`config.mk`:
```
export PLATFORM = sky130hd
export DESIGN_NAME = fws_host
export DESIGN_NICKNAME = d
export VERILOG_FILES = /design/src/rtl/fws_pkg.sv /design/src/rtl/fws_bus_cycle.sv /design/src/rtl/fws_host.sv
export VERILOG_INCLUDE_DIRS = /design/src /design/src/rtl
export SDC_FILE = /design/constraint.sdc
export NUM_CORES = 1
export LEC_CHECK = 0
export ABC_CLOCK_PERIOD_IN_PS = 3700
export BUFFER_PORTS_ARGS = -buffer_cell sky130_fd_sc_hd__buf_2
export CELL_PAD_IN_SITES_DETAIL_PLACEMENT = 1
export CELL_PAD_IN_SITES_GLOBAL_PLACEMENT = 1
export CORE_MARGIN = 3
export CORE_UTILIZATION = 40
export DETAILED_ROUTE_END_ITERATION = 16
export GPL_ROUTABILITY_DRIVEN = 0
export PLACE_DENSITY_LB_ADDON = 0.12
export REMOVE_ABC_BUFFERS = 1
export SYNTH_ARGS = -nofsm -noshare
export SYNTH_HDL_FRONTEND = slang
export SYNTH_SLANG_ARGS = --single-unit
```
`constraint.sdc`:
```
create_clock -name clock -period 3.7 [get_ports clock]
set_clock_uncertainty 0.15 [all_clocks]
set_input_delay 0.74 -clock clock [delete_from_list [all_inputs] [get_ports clock]]
set_output_delay 0.74 -clock clock [all_outputs]
set_load 0.01 [all_outputs]
```
`src/rtl/fws_consts.svh`:
```
// Offsets, field positions, reset values and timing values in ns of the host
`ifndef FWS_CONSTS_SVH
`define FWS_CONSTS_SVH

// ----------------------------------------------------------------------
// Register byte offsets on the Wishbone slave
// ----------------------------------------------------------------------
`define FWS_OFF_CMD        8'h00
`define FWS_OFF_ADDR       8'h04
`define FWS_OFF_WDATA      8'h08
`define FWS_OFF_STATUS     8'h0C
`define FWS_OFF_IRQ_STAT   8'h10
`define FWS_OFF_IRQ_MASK   8'h14
`define FWS_OFF_POLL_LIM   8'h18

// ----------------------------------------------------------------------
// Command opcodes (CMD bits 2:0)
// ----------------------------------------------------------------------
`define FWS_OP_READ        3'h1
`define FWS_OP_WRITE       3'h2
`define FWS_OP_POLL        3'h3
`define FWS_OP_ERASE_ADD   3'h4

// ----------------------------------------------------------------------
// Status byte bit positions of the flash
// ----------------------------------------------------------------------
`define FWS_BIT_SECTOR_TGL 2
`define FWS_BIT_ERASE_TMR  3
`define FWS_BIT_TMO_FAIL   5
`define FWS_BIT_ACT_TGL    6
`define FWS_BIT_POLLING    7

// ----------------------------------------------------------------------
// Interrupt status bits
// ----------------------------------------------------------------------
`define FWS_IRQ_DONE       0
`define FWS_IRQ_FAIL       1
`define FWS_IRQ_LEFT       2
`define FWS_IRQ_REJECT     3
`define FWS_IRQ_W          4

// ----------------------------------------------------------------------
// Reset values
// ----------------------------------------------------------------------
`define FWS_POLL_LIM_RST   16'h0100
`define FWS_IRQ_MASK_RST   4'h0
`define FWS_RESET_CMD      8'hF0

// ----------------------------------------------------------------------
// Timing: clock period and pin phase times in ns
// ----------------------------------------------------------------------
`define FWS_CLK_NS         100
`define FWS_SETUP_NS       100
`define FWS_STROBE_NS      200
`define FWS_HOLD_NS        100

`endif

```
`src/rtl/fws_pkg.sv`:
```
// Types shared by the flash status host modules
package fws_pkg;

    // ------------------------------------------------------------------
    // Pin bundle driven toward the flash
    // ------------------------------------------------------------------
    typedef struct packed {
        logic [20:0] addr;
        logic [7:0]  dq_out;
        logic        dq_oe;
        logic        ce_b;
        logic        oe_b;
        logic        we_b;
    } fws_pins_t;

    // ------------------------------------------------------------------
    // One bus cycle request to the pin engine
    // ------------------------------------------------------------------
    typedef struct packed {
        logic        we;
        logic [20:0] addr;
        logic [7:0]  wdata;
    } fws_req_t;

    // ------------------------------------------------------------------
    // Sequencer states and outcome codes
    // ------------------------------------------------------------------
    typedef enum logic [3:0] {
        ST_IDLE     = 4'h0,
        ST_READ     = 4'h1,
        ST_WRITE    = 4'h2,
        ST_POLL_A   = 4'h3,
        ST_POLL_B   = 4'h4,
        ST_POLL_C   = 4'h5,
        ST_RESET    = 4'h6,
        ST_ADD_PRE  = 4'h7,
        ST_ADD_CMD  = 4'h8,
        ST_ADD_POST = 4'h9
    } fws_state_t;

    typedef enum logic [2:0] {
        RES_NONE     = 3'h0,
        RES_OK       = 3'h1,
        RES_FAIL     = 3'h2,
        RES_LEFT     = 3'h3,
        RES_ACCEPTED = 3'h4,
        RES_REJECTED = 3'h5,
        RES_RUNNING  = 3'h6,
        RES_XFER     = 3'h7
    } fws_result_t;

    typedef enum logic [1:0] {
        PH_IDLE   = 2'h0,
        PH_SETUP  = 2'h1,
        PH_STROBE = 2'h2,
        PH_HOLD   = 2'h3
    } fws_phase_t;

    // Byte-lane merge of a Wishbone write into a register
    function automatic logic [31:0] fws_merge(input logic [31:0] old_v,
                                              input logic [31:0] new_v,
                                              input logic [3:0]  sel);
        logic [31:0] r;
        r = old_v;
        for (int i = 0; i < 4; i++) begin
            if (sel[i]) begin
                r[i*8 +: 8] = new_v[i*8 +: 8];
            end
        end
        return r;
    endfunction

endpackage

```
`src/rtl/fws_bus_cycle.sv`:
```
// Pin engine: one asynchronous read or write cycle on the flash pins
`timescale 1ns/1ns
`include "fws_consts.svh"

module fws_bus_cycle
    import fws_pkg::*;
#(
    parameter int SETUP_NS  = `FWS_SETUP_NS,
    parameter int STROBE_NS = `FWS_STROBE_NS,
    parameter int HOLD_NS   = `FWS_HOLD_NS
) (
    input  wire logic       clock,
    input  wire logic       rst_b,
    input  wire logic       go,
    input  wire fws_req_t   req,
    input  wire logic [7:0] dq_in,
    output fws_pins_t       pins,
    output logic [7:0]      rdata,
    output logic            done
);

    // Least times round up to whole cycles
    localparam int SETUP_CYC  = (SETUP_NS + `FWS_CLK_NS - 1) / `FWS_CLK_NS;
    localparam int STROBE_CYC = (STROBE_NS + `FWS_CLK_NS - 1) / `FWS_CLK_NS;
    localparam int HOLD_CYC   = (HOLD_NS + `FWS_CLK_NS - 1) / `FWS_CLK_NS;

    generate
        if (SETUP_CYC < 1 || STROBE_CYC < 1 || HOLD_CYC < 1 ||
            STROBE_CYC > 255) begin : g_bad
            $error("fws_bus_cycle: phase times out of range");
        end
    endgenerate

    fws_phase_t phase_q;
    logic [7:0] cnt_q;
    logic       we_q;

    // ------------------------------------------------------------------
    // Phase sequencer; the strobe always rises before chip select
    // ------------------------------------------------------------------
    always_ff @(posedge clock or negedge rst_b) begin
        if (!rst_b) begin
            phase_q <= PH_IDLE;
            cnt_q   <= 8'h00;
            we_q    <= 1'b0;
            pins    <= '{addr: 21'h000000, dq_out: 8'h00, dq_oe: 1'b0,
                         ce_b: 1'b1, oe_b: 1'b1, we_b: 1'b1};
            rdata   <= 8'h00;
            done    <= 1'b0;
        end else begin
            done <= 1'b0;
            case (phase_q)
                PH_IDLE: begin
                    if (go) begin
                        phase_q     <= PH_SETUP;
                        cnt_q       <= 8'(SETUP_CYC - 1);
                        we_q        <= req.we;
                        pins.addr   <= req.addr;
                        pins.dq_out <= req.wdata;
                        pins.dq_oe  <= req.we;
                        pins.ce_b   <= 1'b0;
                    end
                end
                PH_SETUP: begin
                    if (cnt_q == 8'h00) begin
                        phase_q   <= PH_STROBE;
                        cnt_q     <= 8'(STROBE_CYC - 1);
                        pins.we_b <= ~we_q;
                        pins.oe_b <= we_q;
                    end else begin
                        cnt_q <= cnt_q - 8'h01;
                    end
                end
                PH_STROBE: begin
                    if (cnt_q == 8'h00) begin
                        // Read data latched while output enable is low
                        if (!we_q) begin
                            rdata <= dq_in;
                        end
                        phase_q   <= PH_HOLD;
                        cnt_q     <= 8'(HOLD_CYC - 1);
                        pins.we_b <= 1'b1;  // Ends a command
                        pins.oe_b <= 1'b1;
                    end else begin
                        cnt_q <= cnt_q - 8'h01;
                    end
                end
                PH_HOLD: begin
                    if (cnt_q == 8'h00) begin
                        phase_q    <= PH_IDLE;
                        pins.ce_b  <= 1'b1;
                        pins.dq_oe <= 1'b0;
                        done       <= 1'b1;
                    end else begin
                        cnt_q <= cnt_q - 8'h01;
                    end
                end
                default: begin
                    phase_q <= PH_IDLE;
                end
            endcase
        end
    end

endmodule

```
`src/rtl/fws_host.sv`:
```
// Flash write-status host: toggle polling and sector erase add checks
// Function
// - Host double-reads; unchanged toggle means finished
// - Toggling with fail bit high: recheck, else reset
// - Leaving polling restarts from first double read
// - Host writes reset command after any failure; the code writes it only when the recheck still toggles, not when polls run out
// - Timer check skippable only under 50us spacing
// - Check timer before and after each add
`timescale 1ns/1ns
`include "fws_consts.svh"

module fws_host
    import fws_pkg::*;
#(
    parameter int         SETUP_NS  = `FWS_SETUP_NS,
    parameter int         STROBE_NS = `FWS_STROBE_NS,
    parameter int         HOLD_NS   = `FWS_HOLD_NS,
    parameter logic [7:0] RESET_CMD = `FWS_RESET_CMD
) (
    input  wire logic        clock,
    input  wire logic        rst_b,
    input  wire logic        wb_cyc_i,
    input  wire logic        wb_stb_i,
    input  wire logic        wb_we_i,
    input  wire logic [7:0]  wb_adr_i,
    input  wire logic [3:0]  wb_sel_i,
    input  wire logic [31:0] wb_dat_i,
    output logic [31:0]      wb_dat_o,
    output logic             wb_ack_o,
    output logic             irq,
    output fws_pins_t        flash_pins,
    input  wire logic [7:0]  flash_dq_in
);

    // ------------------------------------------------------------------
    // Declarations
    // ------------------------------------------------------------------
    fws_state_t  state_q;
    fws_result_t result_q;
    logic        issued_q;
    logic [20:0] addr_q;
    logic [7:0]  wdata_q;
    logic [15:0] poll_lim_q;
    logic [15:0] polls_left_q;
    logic [7:0]  prev_q;
    logic [7:0]  last_q;
    logic        act_tgl_q;
    logic        sec_tgl_q;
    logic        tmo_seen_q;
    logic [`FWS_IRQ_W-1:0] irq_stat_q;
    logic [`FWS_IRQ_W-1:0] irq_mask_q;
    logic [`FWS_IRQ_W-1:0] irq_set;
    logic        wb_hit;
    logic        wr_cmd;
    logic        cyc_go;
    logic        cyc_done;
    logic [7:0]  cyc_rdata;
    fws_req_t    cyc_req;
    logic [31:0] status_w;
    logic [31:0] addr_mrg;
    logic [31:0] lim_mrg;

    assign wb_hit = wb_cyc_i && wb_stb_i && !wb_ack_o;
    assign wr_cmd = wb_hit && wb_we_i && wb_sel_i[0] &&
                    (wb_adr_i == `FWS_OFF_CMD) && (state_q == ST_IDLE);
    assign addr_mrg = fws_merge({11'h000, addr_q}, wb_dat_i, wb_sel_i);
    assign lim_mrg  = fws_merge({16'h0000, poll_lim_q}, wb_dat_i, wb_sel_i);

    // ------------------------------------------------------------------
    // Pin engine
    // ------------------------------------------------------------------
    // Request contents follow the state; writes carry command bytes
    always_comb begin
        cyc_req.we    = (state_q == ST_WRITE) || (state_q == ST_RESET) ||
                        (state_q == ST_ADD_CMD);
        cyc_req.addr  = addr_q;
        cyc_req.wdata = (state_q == ST_RESET) ? RESET_CMD : wdata_q;
        cyc_go        = (state_q != ST_IDLE) && !issued_q;
    end

    fws_bus_cycle #(
        .SETUP_NS  (SETUP_NS),
        .STROBE_NS (STROBE_NS),
        .HOLD_NS   (HOLD_NS)
    ) u_cycle (
        .clock (clock),
        .rst_b (rst_b),
        .go    (cyc_go),
        .req   (cyc_req),
        .dq_in (flash_dq_in),
        .pins  (flash_pins),
        .rdata (cyc_rdata),
        .done  (cyc_done)
    );

    // ------------------------------------------------------------------
    // Status sequencer
    // ------------------------------------------------------------------
    // One request at a time; each finished cycle re-arms the pin engine
    always_ff @(posedge clock or negedge rst_b) begin
        if (!rst_b) begin
            issued_q <= 1'b0;
        end else if (cyc_done || state_q == ST_IDLE) begin
            issued_q <= 1'b0;
        end else if (cyc_go) begin
            issued_q <= 1'b1;
        end
    end

    // Polling compares each read with the one before it
    always_ff @(posedge clock or negedge rst_b) begin
        if (!rst_b) begin
            state_q      <= ST_IDLE;
            result_q     <= RES_NONE;
            polls_left_q <= 16'h0000;
            prev_q       <= 8'h00;
            last_q       <= 8'h00;
            act_tgl_q    <= 1'b0;
            sec_tgl_q    <= 1'b0;
            tmo_seen_q   <= 1'b0;
            irq_set      <= '0;
        end else begin
            irq_set <= '0;
            if (cyc_done && !cyc_req.we) begin
                last_q <= cyc_rdata;
            end
            case (state_q)
                ST_IDLE: begin
                    if (wr_cmd) begin
                        result_q <= RES_NONE;
                        case (wb_dat_i[2:0])
                            `FWS_OP_READ:      state_q <= ST_READ;
                            `FWS_OP_WRITE:     state_q <= ST_WRITE;
                            // Every poll opens with a fresh pair
                            `FWS_OP_POLL: begin
                                state_q      <= ST_POLL_A;
                                polls_left_q <= poll_lim_q;
                            end
                            `FWS_OP_ERASE_ADD: state_q <= ST_ADD_PRE;
                            default:           state_q <= ST_IDLE;
                        endcase
                    end
                end
                ST_READ, ST_WRITE: begin
                    if (cyc_done) begin
                        state_q  <= ST_IDLE;
                        result_q <= RES_XFER;
                        irq_set[`FWS_IRQ_DONE] <= 1'b1;
                    end
                end
                ST_POLL_A: begin
                    if (cyc_done) begin
                        prev_q  <= cyc_rdata;
                        state_q <= ST_POLL_B;  // First of two reads
                    end
                end
                ST_POLL_B: begin
                    if (cyc_done) begin
                        prev_q    <= cyc_rdata;
                        // Activity bit shows mode, sector bit shows place
                        act_tgl_q <= prev_q[`FWS_BIT_ACT_TGL] ^
                                     cyc_rdata[`FWS_BIT_ACT_TGL];
                        sec_tgl_q <= prev_q[`FWS_BIT_SECTOR_TGL] ^
                                     cyc_rdata[`FWS_BIT_SECTOR_TGL];
                        tmo_seen_q <= cyc_rdata[`FWS_BIT_TMO_FAIL];
                        if (prev_q[`FWS_BIT_ACT_TGL] ==
                            cyc_rdata[`FWS_BIT_ACT_TGL]) begin
                            state_q  <= ST_IDLE;
                            result_q <= RES_OK;
                            irq_set[`FWS_IRQ_DONE] <= 1'b1;
                        end else if (cyc_data_fail(cyc_rdata)) begin
                            state_q <= ST_POLL_C;
                        end else if (polls_left_q != 16'h0000) begin
                            polls_left_q <= polls_left_q - 16'h0001;
                        end else begin
                            // Gives up; the next poll starts over
                            state_q  <= ST_IDLE;
                            result_q <= RES_LEFT;
                            irq_set[`FWS_IRQ_LEFT] <= 1'b1;
                        end
                    end
                end
                ST_POLL_C: begin
                    if (cyc_done) begin
                        // Toggle may stop just as the fail bit rises
                        if (prev_q[`FWS_BIT_ACT_TGL] ==
                            cyc_rdata[`FWS_BIT_ACT_TGL]) begin
                            state_q  <= ST_IDLE;
                            result_q <= RES_OK;
                            irq_set[`FWS_IRQ_DONE] <= 1'b1;
                        end else begin
                            state_q <= ST_RESET;
                        end
                    end
                end
                ST_RESET: begin
                    if (cyc_done) begin
                        state_q  <= ST_IDLE;
                        result_q <= RES_FAIL;
                        irq_set[`FWS_IRQ_FAIL] <= 1'b1;
                        irq_set[`FWS_IRQ_DONE] <= 1'b1;
                    end
                end
                ST_ADD_PRE: begin
                    if (cyc_done) begin
                        // Erase already running would ignore the add
                        if (cyc_rdata[`FWS_BIT_ERASE_TMR]) begin
                            state_q  <= ST_IDLE;
                            result_q <= RES_RUNNING;
                            irq_set[`FWS_IRQ_REJECT] <= 1'b1;
                            irq_set[`FWS_IRQ_DONE]   <= 1'b1;
                        end else begin
                            state_q <= ST_ADD_CMD;
                        end
                    end
                end
                ST_ADD_CMD: begin
                    if (cyc_done) begin
                        state_q <= ST_ADD_POST;
                    end
                end
                ST_ADD_POST: begin
                    if (cyc_done) begin
                        state_q <= ST_IDLE;
                        irq_set[`FWS_IRQ_DONE] <= 1'b1;
                        if (cyc_rdata[`FWS_BIT_ERASE_TMR]) begin
                            result_q <= RES_REJECTED;
                            irq_set[`FWS_IRQ_REJECT] <= 1'b1;
                        end else begin
                            result_q <= RES_ACCEPTED;
                        end
                    end
                end
                default: begin
                    state_q <= ST_IDLE;
                end
            endcase
        end
    end

    // Fail bit test on a status byte
    function automatic logic cyc_data_fail(input logic [7:0] d);
        return d[`FWS_BIT_TMO_FAIL];
    endfunction

    // ------------------------------------------------------------------
    // Software registers
    // ------------------------------------------------------------------
    // Only an idle sequencer takes new address and data
    always_ff @(posedge clock or negedge rst_b) begin
        if (!rst_b) begin
            addr_q     <= 21'h000000;
            wdata_q    <= 8'h00;
            poll_lim_q <= `FWS_POLL_LIM_RST;
            irq_mask_q <= `FWS_IRQ_MASK_RST;
        end else if (wb_hit && wb_we_i) begin
            case (wb_adr_i)
                `FWS_OFF_ADDR:
                    if (state_q == ST_IDLE) begin
                        addr_q <= addr_mrg[20:0];
                    end
                `FWS_OFF_WDATA:
                    if (state_q == ST_IDLE && wb_sel_i[0]) begin
                        wdata_q <= wb_dat_i[7:0];
                    end
                `FWS_OFF_POLL_LIM:
                    poll_lim_q <= lim_mrg[15:0];
                `FWS_OFF_IRQ_MASK:
                    if (wb_sel_i[0]) begin
                        irq_mask_q <= wb_dat_i[`FWS_IRQ_W-1:0];
                    end
                default: begin
                end
            endcase
        end
    end

    // Sticky events; a new event beats a same-cycle clear
    always_ff @(posedge clock or negedge rst_b) begin
        if (!rst_b) begin
            irq_stat_q <= '0;
        end else if (wb_hit && wb_we_i && wb_sel_i[0] &&
                     wb_adr_i == `FWS_OFF_IRQ_STAT) begin
            irq_stat_q <= (irq_stat_q & ~wb_dat_i[`FWS_IRQ_W-1:0]) | irq_set;
        end else begin
            irq_stat_q <= irq_stat_q | irq_set;
        end
    end

    // Level interrupt, registered
    always_ff @(posedge clock or negedge rst_b) begin
        if (!rst_b) begin
            irq <= 1'b0;
        end else begin
            irq <= |(irq_stat_q & irq_mask_q);
        end
    end

    assign status_w = {16'h0000, last_q, prev_q[`FWS_BIT_POLLING], tmo_seen_q,
                       sec_tgl_q, act_tgl_q, result_q, state_q != ST_IDLE};

    // Wishbone answer one cycle after the strobe; unmapped reads zero
    always_ff @(posedge clock or negedge rst_b) begin
        if (!rst_b) begin
            wb_ack_o <= 1'b0;
            wb_dat_o <= 32'h00000000;
        end else begin
            wb_ack_o <= wb_hit;
            if (wb_hit && !wb_we_i) begin
                case (wb_adr_i)
                    `FWS_OFF_CMD:      wb_dat_o <= {28'h0000000,
                                                    state_q};
                    `FWS_OFF_ADDR:     wb_dat_o <= {11'h000, addr_q};
                    `FWS_OFF_WDATA:    wb_dat_o <= {24'h000000, wdata_q};
                    `FWS_OFF_STATUS:   wb_dat_o <= status_w;
                    `FWS_OFF_IRQ_STAT: wb_dat_o <= {28'h0000000, irq_stat_q};
                    `FWS_OFF_IRQ_MASK: wb_dat_o <= {28'h0000000, irq_mask_q};
                    `FWS_OFF_POLL_LIM: wb_dat_o <= {16'h0000, poll_lim_q};
                    default:           wb_dat_o <= 32'h00000000;
                endcase
            end
        end
    end

endmodule

```
== Word-level counts from Yosys, hierarchy flattened ==
Index checks and enable logic that the tools add are counted.
Word-level totals
  logic and storage cells: 214
  input port bits: 57
  register bits after elaboration: 187
Operators by class
  add/sub/neg operators: 2
  reduce and logical (&&, ||, !) cells: 54
  equal/unequal tests: 47
  multiplexer cells: 71
  bitwise logic cells: 8
Operators by type and width (count)
  case mux 21 bit (7 select lines): 1
  two-way mux 16 bit: 6
  two-way mux 4 bit: 12
  two-way mux 8 bit: 5
  two-way mux 3 bit: 13
  case mux 16 bit (2 select lines): 1
  case mux 8 bit (4 select lines): 1
  inequality test 2 x 1 -> 1 bit (second input constant): 14
  case mux 4 bit (7 select lines): 1
  equality test 8 x 5 -> 1 bit (second input constant): 3
  case mux 3 bit (7 select lines): 1
  AND reduction 3 bit: 7
  two-way mux 1 bit: 17
  equality test 4 x 3 -> 1 bit (second input constant): 4
  equality test 8 x 4 -> 1 bit (second input constant): 2
  logical NOT 8 bit: 2
  two-way mux 2 bit: 8
  AND reduction 4 bit: 4
  nonzero test 16 bit: 1
  subtractor 16 x 1 -> 16 bit (second input constant): 1
  inequality test 2 bit (second input constant): 7
  case mux 3 bit (4 select lines): 1
  AND reduction 12 bit: 1
  logical AND 1 bit: 11
  other kinds (34): 58

== Logic depth before layout (Yosys ltp) ==
  depth in word-level cells: 8
  depth in mapped cells: 8
  depth with buffers taken out: 7

== Hierarchy ==
A second synthesis with hierarchy kept.
Unflattened totals
  cells, all modules: 730
  area, all modules: 8249.2 µm²
Modules (own cells, without submodules)
  fws_host: times used 1, seq. area each 2954.1 µm², cells an instance 551, area each 5905.7 µm²
  fws_bus_cycle: times used 1, seq. area each 1330.0 µm², cells an instance 179, area each 2343.5 µm²

== Worst setup path before layout ==
Ideal clock, no wire load.
  kind: input to register
  from: in wb_adr_i[4]
  to: reg result_q[0]
  path buffers: 1
  slack: 1.139 ns
  stages: 6
  data required time: 3.425 ns
  arrival: 2.286 ns
  cell sequence: buf_2 nor4_1 nand4_1 a22oi_1 and4_1 mux2_2
On the way
  longest elaborated chain between the ends: 5
Ends and longest elaborated chain
  start: declaration: line fws_host.sv:25  | input wire logic [7:0] wb_adr_i,
  logical NOT 8 bit
  logical AND 1 bit (2 in a row): line fws_host.sv:64  | assign wr_cmd = wb_hit && wb_we_i && wb_sel_i[0] &&
  inequality test 2 bit (no source line)
  AND reduction 12 bit (no source line)
  end signal: assignment: line fws_host.sv:114  | result_q <= RES_NONE;
  end signal: assignment: line fws_host.sv:130  | result_q <= RES_NONE;
  end signal: assignment: line fws_host.sv:147  | result_q <= RES_XFER;
  end: declaration: line fws_host.sv:39  | fws_result_t result_q;
Every way passes these cells.
A chain may end at the register's enable or synchronous reset.

== Worst setup path in the final report ==
  from: reg state_q[1]
  to: reg polls_left_q[10]
On the way
  longest elaborated chain between the ends: 4
Ends and longest elaborated chain
  start: declaration: line fws_host.sv:38  | fws_state_t state_q;
  start signal: assignment: line fws_host.sv:113  | state_q <= ST_IDLE;
  start signal: assignment: line fws_host.sv:132  | `FWS_OP_READ: state_q <= ST_READ;
  start signal: assignment: line fws_host.sv:133  | `FWS_OP_WRITE: state_q <= ST_WRITE;
  logical NOT 4 bit: line fws_host.sv:65, fws_host.sv:127
  logical AND 1 bit: line fws_host.sv:64
  inequality test 2 bit (no source line)
  AND reduction 7 bit (no source line)
  end signal: assignment: line fws_host.sv:137  | polls_left_q <= poll_lim_q;
  end signal: assignment: line fws_host.sv:174  | polls_left_q <= polls_left_q - 16'h0001;
  end: declaration: line fws_host.sv:44  | logic [15:0] polls_left_q;
Several ways; a longest one is shown, not always the timed one.

==> impl_metrics.toml <==
[layout]
finalNetCount = 939
areaGrowthSynthToFinish_pct = 16.2
non_filler_instances = 1152
final_layout_size_suffix_gt1_frac = 0.282
antenna_cells_inserted = 0
fin_util = 0.482

[worst_setup_path]
rr_startpoint = "state_q[1]"
r2r.worst_path.cells = 5
crit_path_max_fanout = 32
crit_path_cell_trace = "or4b_4 -> nor4b_2 -> a2bb2oi_2 -> o21ai_0 -> o21ai_0"
worstPathArrival_ns = 3.10
endpoint_kind_of_the_worst_setup_timing_path = "register"
critical-path-top-cell-by-count = "sky130_fd_sc_hd__o21ai_0"
ff2ff_setup_slack_ns = 0.80
timing.critical_path.required_ns = 3.89
start_kind = "register"
critPathSlowestCell = "sky130_fd_sc_hd__a2bb2oi_2"
cp_slowest_stage_delay_ns = 0.93
regToRegEndpoint = "polls_left_q[10]"
timing.setup.critical_path_class = "register to register"
critPathLaunch = "state_q[1]"

[global_route]
grt_antenna_before_repair = 0
groute.usage.overall = 0.209
number_of_global_route_vias_before_repair = 6703
gr-total-overflow = 0
met2_usage = 0.332
global_route.peak_usage_layer = "met2"
globalRouteMet3Util = 0.0357
grt_util_met1 = 0.297
first_pass_grt_wire_length_um = 36700
grt_start_max_net_pins = 66

[logic_synthesis]
postSynth.topFlopCell = "sky130_fd_sc_hd__dfrtp_1"
instance_count_of_the_mapped_netlist = 784
yosysSeqAreaShare = 0.521
synth_most_common_cell = "sky130_fd_sc_hd__dfrtp_1"
yosys.cell_types.count = 65
syn-mean-instance-area_um2 = 10.5
yosys_warnings = 0
netlist_top_cells_area = "sky130_fd_sc_hd__dfrtp_1 51%, sky130_fd_sc_hd__mux2_2 12%, sky130_fd_sc_hd__nand2_1 5.7%, sky130_fd_sc_hd__o21ai_0 2.7%, sky130_fd_sc_hd__a22oi_1 2.0%"
synth.cells.most_frequent = "167 x sky130_fd_sc_hd__dfrtp_1, 124 x sky130_fd_sc_hd__nand2_1, 85 x sky130_fd_sc_hd__mux2_2"
ys_async_sr_fraction = 1.00
synth-seq-cells = 171
synth_edf_count = 0
synthDominantAreaCellType = "sky130_fd_sc_hd__dfrtp_1"
synth_top_cell_area_share = 0.508
synth_area_mm2 = 0.00823

[power_and_ir_drop]
power_density_mw_per_mm2 = 595
ir_worst_vdd_mv = 0.343
cellLeakagePower_nw = 4.67

[drt]
post_drt_via_cell_ratio = 5.54
remaining_drc_errors = 0
avgRoutedWirePerCell_um = 19.8
detail_route.iter0.violations = 271
antenna_violating_nets_post_route = 0
finalWirelength_um = 22900
vias = 6380
detailedRoute.firstPassIterationCount = 4

[timing]
finalHoldViolCount = 0
timing_max_transition_violations_final = 0
finalSetupViolations = 0
setup-tns-final_ns = 0
slew-limit-headroom = 0.211
tightest_slew_ns = 1.18
hold_slack_ns = 0.114
post-route-period-util = 0.784
min_period_ns = 2.90
fmax_ghz = 0.345
rsz_0062_raised_after_global_routing = "false"

[cts]
tritoncts = "done"
insertion_delay_ns = 0.43
cts_max_level = 4
clk_pin_slew_ns = 0.07
cts-root-buf = "sky130_fd_sc_hd__clkbuf_16"
max-clock-path-buffers = 2
cts.sinks = 171
cts-resized-gates = 0
post_cts_setup_buffer_count = 0
cts_inserted_buffers = 17
cts-hold-fix-buffers = 0

[floorplanning]
chipWidth_um = 149
fp.dieArea_mm2 = 0.0223
core_area_mm2 = 0.0198
die_h_um = 149
initial_utilization = 0.415
io_pins = 124
core.rowCount = 51

[worst_hold_path]
min-delay-path-class = "input port to asynchronous set/reset pin"

[placement]
place_inst = 1120
port-buffer-count = 100
hpwl_after_detailed_placement_um = 16600

[run_status]
run_status = "finished, final reports clean"

[job]
count_of_max_cap_constraint_violations = 0
[state kept, by name, summed over array words and instances, names as in the netlist]
signal,count
u_cycle.pins,33
addr_q,21
wb_dat_o,21
poll_lim_q,16
polls_left_q,16
last_q,8
u_cycle.cnt_q,8
u_cycle.rdata,8
wdata_q,8
irq_mask_q,4
irq_set,4
irq_stat_q,4
state_q,4
prev_q,3
result_q,3
u_cycle.phase_q,2
act_tgl_q,1
irq,1
issued_q,1
sec_tgl_q,1
tmo_seen_q,1
u_cycle.done,1
u_cycle.we_q,1
wb_ack_o,1
[layer usage]
| layer | vias to the layer above | routed length (um) |
|---|---|---|
| li1 | 2972 | - |
| met1 | 3219 | 10700 |
| met2 | 168 | 10600 |
| met3 | 21 | 1190 |
| met4 | 0 | 335 |
| met5 | - | 0 |
[layout make-up]
type,instances,area (um^2)
fillers,2230,10300
clock inverters,13,131
multi-input cells,555,3680
clock buffers,19,443
flip-flops and latches,171,4280
inverters,14,52.6
repair buffers,115,644
well taps,265,332
[cell families (layout without fill, tap and decap cells)]
kind of cell / Yosys count / count (layout) / synth area share
xor gates and xnor gates: 9 / 9 / 0.00958
adders and majority gates: 8 / 8 / 0.0122
DFF: 171 / 171 / 0.521
other: 1 / 11 / 0.000456
AOI/OAI and AO/OA: 173 / 173 / 0.137
and+or+nand+nor: 266 / 266 / 0.161
buffers and inverters: 68 / 161 / 0.0389
muxes: 88 / 88 / 0.120
[critical path, delay by kind of cell, from the launching register on]
family	cells	cell delay [ns]
AND/OR/NAND/NOR	2	0.59
flip-flops	1	0.76
AO/OA/AOI/OAI	3	1.30
[worst max-delay path by stage]
stage | slack [ns] | end
after floorplan | 0.81 | poll_lim_q[0]
after global placement | 0.53 | addr_q[0]
after detailed placement | 0.48 | addr_q[0]
after CTS | 0.73 | polls_left_q[10]
after global routing | 0.47 | polls_left_q[14]
final | 0.80 | polls_left_q[10]
[where the power goes]
| group | leakage, nW | total (mW) | switching (mW) | internal, mW |
|---|---|---|---|---|
| Clock | 0.271 | 1.77 | 0.802 | 0.964 |
| Sequential | 2.30 | 2.38 | 0.251 | 2.13 |
| Combinational | 2.10 | 1.54 | 0.896 | 0.647 |
| Total | 4.67 | 5.69 | 1.95 | 3.74 |
[through the flow]
stage	power (mW)	instance area [um^2]	setup slack, ns
2_1_floorplan	3.39	8000	0.809
3_3_place_gp	3.87	8990	0.526
3_5_place_dp	3.97	8990	0.483
4_1_cts	5.75	9570	0.731
5_1_grt	6.03	9570	0.471
6_report	5.69	9570	0.797
[cell usage in the layout (no fill, tap or decap), types with 5 or more instances in the layout]
cell type	netlist	layout
sky130_fd_sc_hd__nor3b_1	5	5
sky130_fd_sc_hd__o21ai_0	44	44
sky130_fd_sc_hd__nor2b_1	7	7
sky130_fd_sc_hd__nor3_1	14	12
sky130_fd_sc_hd__nand4_1	8	8
sky130_fd_sc_hd__ha_1	8	8
sky130_fd_sc_hd__nor4_1	8	8
sky130_fd_sc_hd__conb_1	1	11
sky130_fd_sc_hd__dfrtp_1	167	167
sky130_fd_sc_hd__clkbuf_16	0	17
sky130_fd_sc_hd__nand2_1	124	124
sky130_fd_sc_hd__inv_6	0	5
sky130_fd_sc_hd__a31oi_1	9	9
sky130_fd_sc_hd__o21ai_1	10	10
sky130_fd_sc_hd__mux2_2	85	85
sky130_fd_sc_hd__a21o_1	5	5
sky130_fd_sc_hd__a22o_1	18	18
sky130_fd_sc_hd__o22a_1	7	7
sky130_fd_sc_hd__buf_4	12	13
sky130_fd_sc_hd__a21oi_1	29	29
sky130_fd_sc_hd__and2_1	8	8
sky130_fd_sc_hd__inv_1	14	14
sky130_fd_sc_hd__xor2_1	5	5
sky130_fd_sc_hd__buf_2	10	99
sky130_fd_sc_hd__nor2_1	38	38
sky130_fd_sc_hd__a22oi_1	22	22
sky130_fd_sc_hd__nand2b_1	8	8
sky130_fd_sc_hd__or3_1	6	6
sky130_fd_sc_hd__nand3_1	14	14
Note: power is estimated with default switching activity, not from simulation.
